<file path="config.mk">
export PLATFORM = sky130hd
export DESIGN_NAME = pcm_register_map
export DESIGN_NICKNAME = d
export VERILOG_FILES = /design/src/common/pcm_pkg.sv /design/src/core/pcm_register_map.sv
export SDC_FILE = /design/constraint.sdc
export NUM_CORES = 2
export LEC_CHECK = 0
export BUFFER_PORTS_ARGS = -buffer_cell sky130_fd_sc_hd__buf_2
export CAP_MARGIN = 20
export CORE_AREA = 2 2 661 663
export CTS_CLUSTER_DIAMETER = 150
export DETAILED_ROUTE_END_ITERATION = 8
export DIE_AREA = 0 0 663 665
export PLACE_DENSITY = 0.31
export SLEW_MARGIN = 20
export SYNTH_ARGS = -nofsm -noshare
export SYNTH_HDL_FRONTEND = slang
export SYNTH_SLANG_ARGS = --single-unit
</file>
<file path="constraint.sdc">
create_clock -name clk_sys -period 9.4 [get_ports clk_sys]
set_input_delay 0.94 -clock clk_sys [delete_from_list [all_inputs] [get_ports clk_sys]]
set_output_delay 0.94 -clock clk_sys [all_outputs]
set_load 0.01 [all_outputs]
</file>
<file path="src/common/pcm_pkg.sv">
// Constants, types and helpers for the PWM/counter register map.
// Assumes a Modbus front end that hands over one decoded access at a time.
package pcm_pkg;

  localparam int PCM_CH = 8;

  // Reference numbers, one flat 16-bit space
  localparam logic [15:0] PCM_COIL_RUN      = 16'h0001;
  localparam logic [15:0] PCM_COIL_OVF      = 16'h0041;
  localparam logic [15:0] PCM_COIL_CNT_EN   = 16'h00e1;
  localparam logic [15:0] PCM_COIL_PROTO    = 16'h0101;
  localparam logic [15:0] PCM_COIL_WD_MODE  = 16'h0104;
  localparam logic [15:0] PCM_COIL_WD_EN    = 16'h0105;
  localparam logic [15:0] PCM_COIL_CLR_CNT  = 16'h010a;
  localparam logic [15:0] PCM_COIL_WD_TO    = 16'h010e;
  localparam logic [15:0] PCM_COIL_IN_POL   = 16'h0116;
  localparam logic [15:0] PCM_COIL_SAVE     = 16'h0121;
  localparam logic [15:0] PCM_COIL_TRIG_EN  = 16'h0381;
  localparam logic [15:0] PCM_COIL_TRIG_GO  = 16'h03a1;
  localparam logic [15:0] PCM_COIL_SYNC     = 16'h03c1;
  localparam logic [15:0] PCM_DIN_LEVEL     = 16'h2731;
  localparam logic [15:0] PCM_DIN_FIRST_RD  = 16'h2821;
  localparam logic [15:0] PCM_IN_CNT_VAL    = 16'h7531;
  localparam logic [15:0] PCM_IN_FW_LO      = 16'h7711;
  localparam logic [15:0] PCM_IN_FW_HI      = 16'h7712;
  localparam logic [15:0] PCM_IN_NAME_LO    = 16'h7713;
  localparam logic [15:0] PCM_IN_NAME_HI    = 16'h7714;
  localparam logic [15:0] PCM_IN_BURST_RB   = 16'h7831;
  localparam logic [15:0] PCM_HR_CNT_MAX    = 16'h9c81;
  localparam logic [15:0] PCM_HR_PRESET     = 16'h9ca1;
  localparam logic [15:0] PCM_HR_NODE       = 16'h9e25;
  localparam logic [15:0] PCM_HR_FMT        = 16'h9e26;
  localparam logic [15:0] PCM_HR_DELAY      = 16'h9e28;
  localparam logic [15:0] PCM_HR_WD_VAL     = 16'h9e29;
  localparam logic [15:0] PCM_HR_LED_CFG    = 16'h9e2f;
  localparam logic [15:0] PCM_HR_LED_DATA   = 16'h9e30;
  localparam logic [15:0] PCM_HR_PWR_DOWN   = 16'h9e32;
  localparam logic [15:0] PCM_HR_DUTY       = 16'h9f01;
  localparam logic [15:0] PCM_HR_FREQ       = 16'h9f21;
  localparam logic [15:0] PCM_HR_BURST      = 16'h9f61;

  // Field positions and limits
  localparam int          PCM_FMT_BAUD_MSB  = 5;
  localparam int          PCM_FMT_FRAME_LSB = 6;
  localparam logic [15:0] PCM_NODE_MIN      = 16'h0001;
  localparam logic [15:0] PCM_NODE_MAX      = 16'h00f7;
  localparam logic [5:0]  PCM_BAUD_MIN      = 6'h03;
  localparam logic [5:0]  PCM_BAUD_MAX      = 6'h0a;
  localparam logic [15:0] PCM_DELAY_MAX     = 16'h001e;
  localparam logic [15:0] PCM_WD_VAL_MAX    = 16'h00ff;

  // Values after reset and factory defaults
  localparam logic        PCM_FIRST_RD_RST  = 1'b1;
  localparam logic [7:0]  PCM_DEF_NODE      = 8'h00;
  localparam logic [5:0]  PCM_DEF_BAUD      = 6'h06;
  localparam logic [1:0]  PCM_DEF_FRAME     = 2'h0;
  localparam logic        PCM_DEF_CHECKSUM  = 1'b0;
  localparam logic [16:0] PCM_BAUD_9600     = 17'h02580;

  typedef struct packed {
    logic        valid;
    logic        write;
    logic [15:0] addr;
    logic [15:0] wdata;
  } pcm_req_t;

  typedef struct packed {
    logic        valid;
    logic        error;
    logic [15:0] data;
  } pcm_rsp_t;

  typedef struct packed {
    logic [7:0]  nodeAddr;
    logic [5:0]  baudCode;
    logic [1:0]  frame;
    logic        checksumEn;
    logic        protoSel;
  } pcm_nv_cfg_t;

  typedef struct packed {
    logic [7:0]  nodeAddr;
    logic [5:0]  baudCode;
    logic [16:0] baud;
    logic        parityEn;
    logic        parityOdd;
    logic        twoStop;
    logic        checksumEn;
    logic [4:0]  respDelayMs;
  } pcm_link_cfg_t;

  typedef struct packed {
    logic [7:0]        pwmRun;
    logic [7:0]        cntEn;
    logic [7:0]        trigEn;
    logic [7:0]        trigStart;
    logic [7:0]        sync;
    logic              inPolarity;
    logic              protoSel;
    logic              wdEn;
    logic              wdMode;
    logic [7:0]        wdTimeoutVal;
    logic [15:0]       ledCfg;
    logic [15:0]       ledData;
    logic [15:0]       powerDown;
    logic [7:0][15:0]  duty;
    logic [7:0][31:0]  freq;
    logic [7:0][15:0]  burstSteps;
    logic [7:0][31:0]  cntMax;
    logic [7:0][31:0]  cntPreset;
  } pcm_ctrl_t;

  typedef struct packed {
    logic [7:0]        ovfEvent;
    logic              wdTimeoutEvent;
    logic              outputCmd;
    logic [7:0]        inputLevel;
    logic [7:0]        burstMode;
    logic [7:0][15:0]  burstCount;
    logic [7:0][31:0]  count;
  } pcm_status_in_t;

  // Line rate for a baud code; zero for codes outside the table
  function automatic logic [16:0] pcm_baud(input logic [5:0] code);
    case (code)
      6'h03:   return 17'h004b0;
      6'h04:   return 17'h00960;
      6'h05:   return 17'h012c0;
      6'h06:   return 17'h02580;
      6'h07:   return 17'h04b00;
      6'h08:   return 17'h09600;
      6'h09:   return 17'h0e100;
      6'h0a:   return 17'h1c200;
      default: return 17'h00000;
    endcase
  endfunction : pcm_baud

endpackage : pcm_pkg

</file>
<file path="src/core/pcm_register_map.sv">
// Register map of the eight-channel PWM and input counter module.
// Assumes the Modbus framer delivers one access per request pulse and
// that counter, PWM and storage logic sit around this block.
// Behaviour
// RQ1: Overflow flags stick until written one
// RQ2: Clear coil zeroes every input counter
// RQ3: Watchdog timeout readable, write one clears
// RQ4: Save coil stores all PWM configuration
// RQ5: Reset flag reads one once after power-on
// RQ6: Count is low word then high word
// RQ7: Each counter has writable low/high preset
// RQ8: Burst readback valid only bursting and stopped
// RQ9: Node address accepts only 1 to 247
// RQ10: Format bits 5:0 pick line rate
// RQ11: Format bits 7:6 pick parity and stops
// RQ12: Response delay 0 to 30 ms
// RQ13: Watchdog timeout 0 to 255 tenths
// RQ14: Mode one lets output commands clear timeout
// RQ15: Frequency is 32 bits, low word first
// RQ16: Strap low uses defaults, storage untouched
// RQ17: Defaults: address 0, 9600, no checksum, 8N1
// RQ18: Strap high configures from stored settings
// RQ19: Default mode echoes stored configuration
// RQ20: Channel n at base+n, paired at base+2n
`timescale 1ns/10ps

module pcm_register_map
  import pcm_pkg::*;
#(
  parameter logic [15:0] FW_VER_LO  = 16'h0100, // arbitrary value
  parameter logic [15:0] FW_VER_HI  = 16'h0000, // arbitrary value
  parameter logic [15:0] NAME_LO    = 16'h1234, // arbitrary value
  parameter logic [15:0] NAME_HI    = 16'h0000  // arbitrary value
)(
  input  wire logic           clk_sys,
  input  wire logic           rst_n,
  input  wire logic           initStrap_n,
  input  wire pcm_nv_cfg_t    nvCfg,
  input  wire pcm_req_t       req,
  input  wire pcm_status_in_t stat,
  output pcm_rsp_t            rsp,
  output pcm_ctrl_t           ctrl,
  output pcm_link_cfg_t       link,
  output pcm_nv_cfg_t         nvEcho,
  output logic [7:0]          ovfFlag,
  output logic                wdTimedOut,
  output logic                clearCounters,
  output logic                savePwmConfig,
  output logic                initMode,
  output logic                ready
);

  typedef struct packed {
    pcm_ctrl_t     ctrl;
    pcm_link_cfg_t link;
    pcm_nv_cfg_t   nvEcho;
    pcm_rsp_t      rsp;
    logic [7:0]    ovf;
    logic          wdTimedOut;
    logic          firstRead;
    logic          initMode;
    logic          loaded;
    logic          clearCnt;
    logic          savePwm;
  } pcm_state_t;

  pcm_state_t st;
  pcm_state_t next_st;

  function automatic logic isHit(input logic [15:0] a, input logic [15:0] b,
                                 input int n);
    return (a >= b) && ({16'h0000, a} < {16'h0000, b} + n[31:0]);
  endfunction : isHit

  // Channel index, optionally for paired words
  function automatic logic [2:0] chanOf(input logic [15:0] a,
                                        input logic [15:0] b,
                                        input logic pair);
    logic [15:0] d;
    d = a - b;
    return pair ? d[3:1] : d[2:0];
  endfunction : chanOf

  function automatic pcm_link_cfg_t linkOf(input logic [7:0] node,
                                           input logic [5:0] code,
                                           input logic [1:0] frame,
                                           input logic csum,
                                           input logic [4:0] dly);
    pcm_link_cfg_t l;
    l.nodeAddr    = node;
    l.baudCode    = code;
    l.baud        = pcm_baud(code);
    l.parityEn    = frame[1];
    l.parityOdd   = frame[1] & frame[0];
    l.twoStop     = ~frame[1] & frame[0];
    l.checksumEn  = csum;
    l.respDelayMs = dly;
    return l;
  endfunction : linkOf

  logic        wr;
  logic        w0;
  logic [15:0] a;
  logic [15:0] w;
  logic        hiWord;

  assign wr     = req.valid & req.write;
  assign w0     = req.wdata[0];
  assign a      = req.addr;
  assign w      = req.wdata;
  assign hiWord = a[0] ^ PCM_IN_CNT_VAL[0];

  always_comb
  begin
    logic [2:0]  c;
    logic [7:0]  ovfClr;
    logic        wdClr;
    logic [15:0] d;
    logic        err;
    c       = 3'h0;
    ovfClr  = 8'h00;
    wdClr   = 1'b0;
    d       = 16'h0000;
    err     = 1'b0;
    next_st = st;
    next_st.rsp      = '0;
    next_st.clearCnt = 1'b0;
    next_st.savePwm  = 1'b0;
    if (!st.loaded)
    begin
      next_st.loaded   = 1'b1;
      next_st.initMode = ~initStrap_n;
      next_st.nvEcho   = nvCfg;
      next_st.ctrl.protoSel = nvCfg.protoSel;
      // RQ16 RQ17 factory defaults
      if (!initStrap_n)
        next_st.link = linkOf(PCM_DEF_NODE, PCM_DEF_BAUD, PCM_DEF_FRAME,
                              PCM_DEF_CHECKSUM, 5'h00);
      // RQ18 stored settings
      else
        next_st.link = linkOf(nvCfg.nodeAddr, nvCfg.baudCode, nvCfg.frame,
                              nvCfg.checksumEn, 5'h00);
    end
    else if (req.valid)
    begin
      next_st.rsp.valid = 1'b1;
      // RQ20 coil banks per channel
      if (isHit(a, PCM_COIL_RUN, PCM_CH))
      begin
        c = chanOf(a, PCM_COIL_RUN, 1'b0);
        d = {15'h0000, st.ctrl.pwmRun[c]};
        if (wr) next_st.ctrl.pwmRun[c] = w0;
      end
      else if (isHit(a, PCM_COIL_OVF, PCM_CH))
      begin
        c = chanOf(a, PCM_COIL_OVF, 1'b0);
        d = {15'h0000, st.ovf[c]};
        // RQ1 write one clears
        ovfClr[c] = wr & w0;
      end
      else if (isHit(a, PCM_COIL_CNT_EN, PCM_CH))
      begin
        c = chanOf(a, PCM_COIL_CNT_EN, 1'b0);
        d = {15'h0000, st.ctrl.cntEn[c]};
        if (wr) next_st.ctrl.cntEn[c] = w0;
      end
      else if (isHit(a, PCM_COIL_TRIG_EN, PCM_CH))
      begin
        c = chanOf(a, PCM_COIL_TRIG_EN, 1'b0);
        d = {15'h0000, st.ctrl.trigEn[c]};
        if (wr) next_st.ctrl.trigEn[c] = w0;
      end
      else if (isHit(a, PCM_COIL_TRIG_GO, PCM_CH))
      begin
        c = chanOf(a, PCM_COIL_TRIG_GO, 1'b0);
        d = {15'h0000, st.ctrl.trigStart[c]};
        if (wr) next_st.ctrl.trigStart[c] = w0;
      end
      else if (isHit(a, PCM_COIL_SYNC, PCM_CH))
      begin
        c = chanOf(a, PCM_COIL_SYNC, 1'b0);
        d = {15'h0000, st.ctrl.sync[c]};
        if (wr) next_st.ctrl.sync[c] = w0;
      end
      else if (a == PCM_COIL_PROTO)
      begin
        d = {15'h0000, st.ctrl.protoSel};
        if (wr) next_st.ctrl.protoSel = w0;
      end
      else if (a == PCM_COIL_WD_MODE)
      begin
        d = {15'h0000, st.ctrl.wdMode};
        if (wr) next_st.ctrl.wdMode = w0;
      end
      else if (a == PCM_COIL_WD_EN)
      begin
        d = {15'h0000, st.ctrl.wdEn};
        if (wr) next_st.ctrl.wdEn = w0;
      end
      else if (a == PCM_COIL_IN_POL)
      begin
        d = {15'h0000, st.ctrl.inPolarity};
        if (wr) next_st.ctrl.inPolarity = w0;
      end
      // RQ2 clear all counters
      else if (a == PCM_COIL_CLR_CNT)
        next_st.clearCnt = wr;
      // RQ3 timeout flag
      else if (a == PCM_COIL_WD_TO)
      begin
        d     = {15'h0000, st.wdTimedOut};
        wdClr = wr & w0;
      end
      // RQ4 save configuration
      else if (a == PCM_COIL_SAVE)
        next_st.savePwm = wr & w0;
      else if (isHit(a, PCM_DIN_LEVEL, PCM_CH))
      begin
        d   = {15'h0000, stat.inputLevel[chanOf(a, PCM_DIN_LEVEL, 1'b0)]};
        err = wr;
      end
      // RQ5 first read after power-on
      else if (a == PCM_DIN_FIRST_RD)
      begin
        d   = {15'h0000, st.firstRead};
        err = wr;
        if (!wr) next_st.firstRead = 1'b0;
      end
      // RQ6 count words
      else if (isHit(a, PCM_IN_CNT_VAL, 2 * PCM_CH))
      begin
        c   = chanOf(a, PCM_IN_CNT_VAL, 1'b1);
        d   = hiWord ? stat.count[c][31:16] : stat.count[c][15:0];
        err = wr;
      end
      // RQ8 burst readback condition
      else if (isHit(a, PCM_IN_BURST_RB, PCM_CH))
      begin
        c   = chanOf(a, PCM_IN_BURST_RB, 1'b0);
        d   = (stat.burstMode[c] && !st.ctrl.pwmRun[c]) ?
              stat.burstCount[c] : 16'h0000;
        err = wr;
      end
      else if (a == PCM_IN_FW_LO || a == PCM_IN_FW_HI ||
               a == PCM_IN_NAME_LO || a == PCM_IN_NAME_HI)
      begin
        d   = (a == PCM_IN_FW_LO) ? FW_VER_LO :
              (a == PCM_IN_FW_HI) ? FW_VER_HI :
              (a == PCM_IN_NAME_LO) ? NAME_LO : NAME_HI;
        err = wr;
      end
      else if (isHit(a, PCM_HR_CNT_MAX, 2 * PCM_CH))
      begin
        c = chanOf(a, PCM_HR_CNT_MAX, 1'b1);
        d = hiWord ? st.ctrl.cntMax[c][31:16] : st.ctrl.cntMax[c][15:0];
        if (wr && hiWord) next_st.ctrl.cntMax[c][31:16] = w;
        if (wr && !hiWord) next_st.ctrl.cntMax[c][15:0] = w;
      end
      // RQ7 preset words
      else if (isHit(a, PCM_HR_PRESET, 2 * PCM_CH))
      begin
        c = chanOf(a, PCM_HR_PRESET, 1'b1);
        d = hiWord ? st.ctrl.cntPreset[c][31:16] :
            st.ctrl.cntPreset[c][15:0];
        if (wr && hiWord) next_st.ctrl.cntPreset[c][31:16] = w;
        if (wr && !hiWord) next_st.ctrl.cntPreset[c][15:0] = w;
      end
      // RQ15 frequency words
      else if (isHit(a, PCM_HR_FREQ, 2 * PCM_CH))
      begin
        c = chanOf(a, PCM_HR_FREQ, 1'b1);
        d = hiWord ? st.ctrl.freq[c][31:16] : st.ctrl.freq[c][15:0];
        if (wr && hiWord) next_st.ctrl.freq[c][31:16] = w;
        if (wr && !hiWord) next_st.ctrl.freq[c][15:0] = w;
      end
      else if (isHit(a, PCM_HR_DUTY, PCM_CH))
      begin
        c = chanOf(a, PCM_HR_DUTY, 1'b0);
        d = st.ctrl.duty[c];
        if (wr) next_st.ctrl.duty[c] = w;
      end
      else if (isHit(a, PCM_HR_BURST, PCM_CH))
      begin
        c = chanOf(a, PCM_HR_BURST, 1'b0);
        d = st.ctrl.burstSteps[c];
        if (wr) next_st.ctrl.burstSteps[c] = w;
      end
      // RQ9 node address range
      else if (a == PCM_HR_NODE)
      begin
        d   = {8'h00, st.link.nodeAddr};
        err = wr && (w < PCM_NODE_MIN || w > PCM_NODE_MAX);
        if (wr && !err) next_st.link.nodeAddr = w[7:0];
      end
      // RQ10 RQ11 line rate and framing
      else if (a == PCM_HR_FMT)
      begin
        d   = {8'h00,
               st.link.parityEn, st.link.parityOdd | st.link.twoStop,
               st.link.baudCode};
        err = wr && (w[15:8] != 8'h00 ||
                     w[PCM_FMT_BAUD_MSB:0] < PCM_BAUD_MIN ||
                     w[PCM_FMT_BAUD_MSB:0] > PCM_BAUD_MAX);
        if (wr && !err)
          next_st.link = linkOf(st.link.nodeAddr, w[PCM_FMT_BAUD_MSB:0],
                                w[PCM_FMT_FRAME_LSB+1:PCM_FMT_FRAME_LSB],
                                st.link.checksumEn, st.link.respDelayMs);
      end
      // RQ12 response delay
      else if (a == PCM_HR_DELAY)
      begin
        d   = {11'h000, st.link.respDelayMs};
        err = wr && (w > PCM_DELAY_MAX);
        if (wr && !err) next_st.link.respDelayMs = w[4:0];
      end
      // RQ13 watchdog timeout value
      else if (a == PCM_HR_WD_VAL)
      begin
        d   = {8'h00, st.ctrl.wdTimeoutVal};
        err = wr && (w > PCM_WD_VAL_MAX);
        if (wr && !err) next_st.ctrl.wdTimeoutVal = w[7:0];
      end
      else if (a == PCM_HR_LED_CFG)
      begin
        d = st.ctrl.ledCfg;
        if (wr) next_st.ctrl.ledCfg = w;
      end
      else if (a == PCM_HR_LED_DATA)
      begin
        d = st.ctrl.ledData;
        if (wr) next_st.ctrl.ledData = w;
      end
      else if (a == PCM_HR_PWR_DOWN)
      begin
        d = st.ctrl.powerDown;
        if (wr) next_st.ctrl.powerDown = w;
      end
      else
        err = 1'b1;
      next_st.rsp.data  = d;
      next_st.rsp.error = err;
    end
    // RQ14 output command clears timeout
    if (stat.outputCmd && st.ctrl.wdMode)
      wdClr = 1'b1;
    // RQ1 RQ3 a new event beats a clear
    next_st.ovf        = (st.ovf & ~ovfClr) | stat.ovfEvent;
    next_st.wdTimedOut = (st.wdTimedOut & ~wdClr) | stat.wdTimeoutEvent;
  end

  always_ff @(posedge clk_sys)
  begin
    if (!rst_n)
    begin
      st           <= '0;
      st.firstRead <= PCM_FIRST_RD_RST;
    end
    else
      st <= next_st;
  end

  assign rsp           = st.rsp;
  assign ctrl          = st.ctrl;
  assign link          = st.link;
  // RQ19 stored configuration echo
  assign nvEcho        = st.initMode ? st.nvEcho : '0;
  assign ovfFlag       = st.ovf;
  assign wdTimedOut    = st.wdTimedOut;
  assign clearCounters = st.clearCnt;
  assign savePwmConfig = st.savePwm;
  assign initMode      = st.initMode;
  assign ready         = st.loaded;
endmodule : pcm_register_map

</file>
==> impl_metrics.toml <==
[outcome]
status = "completed"

[cts]
cts_root_buffer = "clkbuf_16"
postCtsSetupRepairBufs = 0
cts_inserted_buffers = 172
h-tree-depth = 4
clk_pin_slew_ns = 0.06
cts_buffer_depth = 4
cts_sinks = 1210
clock_latency_ns = 0.93
cts_hold_buf = 0
cts_resized = 0
cts_tree = "built"

[critical_path]
worstPathRequired_ns = 10.18
crit_fanout = 51
cp-end-kind = "register"
start_kind = "input pin"
cp.arrival_ns = 8.04
worst-r2r-cell-count = 9
critical_path_class = "input pin to register"

[synth]
avgSynthCellArea_um2 = 8.46
ys.flop_type = "dfxtp_1"
synth_edf_count = 0
syn_inst = 8118
yosysTopAreaCell = "dfxtp_1"
async_reset_ff_frac = 0
ys_top_cells_by_area = "dfxtp_1 (35%), buf_4 (13%), nand2_1 (13%)"
synthesis.area_um2 = 68600
ys_seq_area_frac = 0.353
synth.top_cell.area_share = 0.353
synth-seq-cells = 1210
ys_warn_count = 0
yosysUniqueCellTypes = 88

[power_and_ir_drop]
powerDensity_nw_per_um2 = 168
ir_worst_vdd_mv = 0.125
power_mw = 13.7
p_leak_nw = 30.1

[floorplanning]
start_util = 0.158
io_pins = 1678
num_rows = 242
dieHeight_um = 665
die_w_um = 663
die_area_um2 = 441000
core_area_um2 = 433000

[grt]
grt_pass1_vias = 60900
grt_max_degree = 227
gr-total-overflow = 0
antenna_found_initial = 168
track_usage = 0.249
grt_pass1_wl_um = 719000

[placement]
place_area_um2 = 75100
dp.cells = 13900
pre_cts_ws_ns = 1.03
place_congestion = 0.945
dp_hpwl_um = 453000
numPortBuffers = 1673

[timing]
setup_tns_ns = 0
fin_ws_ns = 2.14
rsz0062_at_grt = "false"
setup_violations = 0
min_period_over_period = 0.772
period_minus_slack_ns = 7.26
fmax_mhz = 138
slew_violations = 0
clock_skew_ns = 0.0590
hold_violations = 0
hold_slack_ns = 0.292
slew_headroom = 0.148
worst_pin_slew_ns = 1.25

[detailed_routing]
wirelength_um = 575000
drc = 0
via_per_inst = 4.49
wire_per_inst_um = 39.7
first_pass_iters = 6
ant_nets = 0
dr.first_iter.drc_count = 7498
vias = 64900

[flow_run]
maxCapViolCount = 0

[finish]
seq_area_um2 = 24200
nets = 8866
multi_input_area_um2 = 33300
fill_cells = 48500
areaGrowthSynthToFinish_pct = 18.4
final_layout_size_suffix_gt1_frac = 0.308
final_util = 0.188
final_cells = 14500
stdcell_area_um2 = 81300

[min_path]
hold_path_class = "input pin to register"
holdPathStages = 2
[state kept, by name, summed over array words and instances, names as in the netlist]
name and flops:
ctrl 1124, link 36, st 19, rsp 18
ovfFlag 8, clearCounters 1, initMode 1, ready 1
savePwmConfig 1, wdTimedOut 1
[cells in the final DEF, fill, tap and decap left out, drive strengths merged, types with 47 or more instances in the layout]
| cell | netlist | final |
|---|---|---|
| nand2 | 2338 | 2338 |
| buf | 1379 | 1898 |
| dfxtp | 1210 | 1210 |
| a21boi | 1111 | 1111 |
| mux4 | 318 | 318 |
| clkbuf | 430 | 257 |
| nand3 | 213 | 213 |
| diode | 0 | 208 |
| nor2 | 144 | 144 |
| a21oi | 118 | 118 |
| o21ai | 95 | 95 |
| o22ai | 81 | 81 |
| mux2i | 70 | 70 |
| nor3 | 62 | 62 |
| nor2b | 59 | 59 |
| a22oi | 47 | 47 |
[synthesized netlist by cell type, drive strengths merged, types with 9 or more instances]
cell and instances:
a32oi 10, a221oi 28, nor4b 9, nor4 27, o211ai 13, and2 37
mux2i 70, nor2 144, nand2 2338, buf 1379, dfxtp 1210, a31oi 27
o221ai 19, o22ai 81, nand4 21, nor3 62, a21boi 1111, o21ai 95
nand2b 14, nor2b 59, nand3 213, o21a 19, a211oi 10, inv 19
mux2 12, ha 17, a22oi 47, and3 9, a21oi 118, clkbuf 430
mux4 318, or2 10, or3 20
[metal layers]
layer / up-vias / wire length, um / GRT usage
met4: 70 / 31500 / 0.114
li1: 27300 / - / -
met3: 750 / 45600 / 0.0673
met1: 33300 / 227000 / 0.297
met5: - / 453 / 0
met2: 3462 / 270000 / 0.415
[area by class of cell]
type                    instances  share of cell area
diodes                        208             0.00640
clock buffers                 257              0.0611
clock inverters                53             0.00862
inverters                      19            0.000908
multi-input cells            5083               0.409
flip-flops and latches       1210               0.298
well taps                    5734              0.0883
repair buffers               1898               0.127
[path summary, 6_finish.rpt]
kind,startpoint,endpoint,slack (ns)
worst min-delay path,stat[407],ovfFlag[5],0.29
worst max-delay path,req[16],rsp[10],2.14
worst max register to register,ready,ctrl[970],4.81
worst min register to register,ctrl[153],ctrl[153],0.47
[where the power goes]
group | total, mW | switching (mW) | internal (mW)
Sequential | 5.17 | 0.0223 | 5.15
Combinational | 1.66 | 1.18 | 0.472
Clock | 6.84 | 2.94 | 3.90
Total | 13.7 | 4.14 | 9.52
[critical path, cell delays in order]
cell       delay [ns]
buf_8            0.48
inv_4            0.33
ha_4             0.82
buf_4            0.58
nor2b_2          0.30
nand2_2          0.17
buf_4            0.53
o22ai_1          0.23
a2111oi_0        1.01
a211oi_1         0.22
nor3_1           0.85
or4_1            0.57
o211ai_1         0.28
buf_6            0.23
a21oi_1          0.20
[cells by family (layout without fill, tap and decap cells)]
group / Yosys count / after routing / synth area share
AND/OR/NAND/NOR: 2993 / 2993 / 0.183
buffers and inverters: 1828 / 2227 / 0.168
AO/OA/AOI/OAI: 1665 / 1665 / 0.176
flip-flops: 1210 / 1210 / 0.353
multiplexers: 400 / 400 / 0.117
adder cells (fa/ha/maj): 17 / 17 / 0.00310
XOR/XNOR: 4 / 4 / 0.000729
other: 1 / 212 / 0.0000546
No activity file was read; power rests on OpenSTA's default activity.
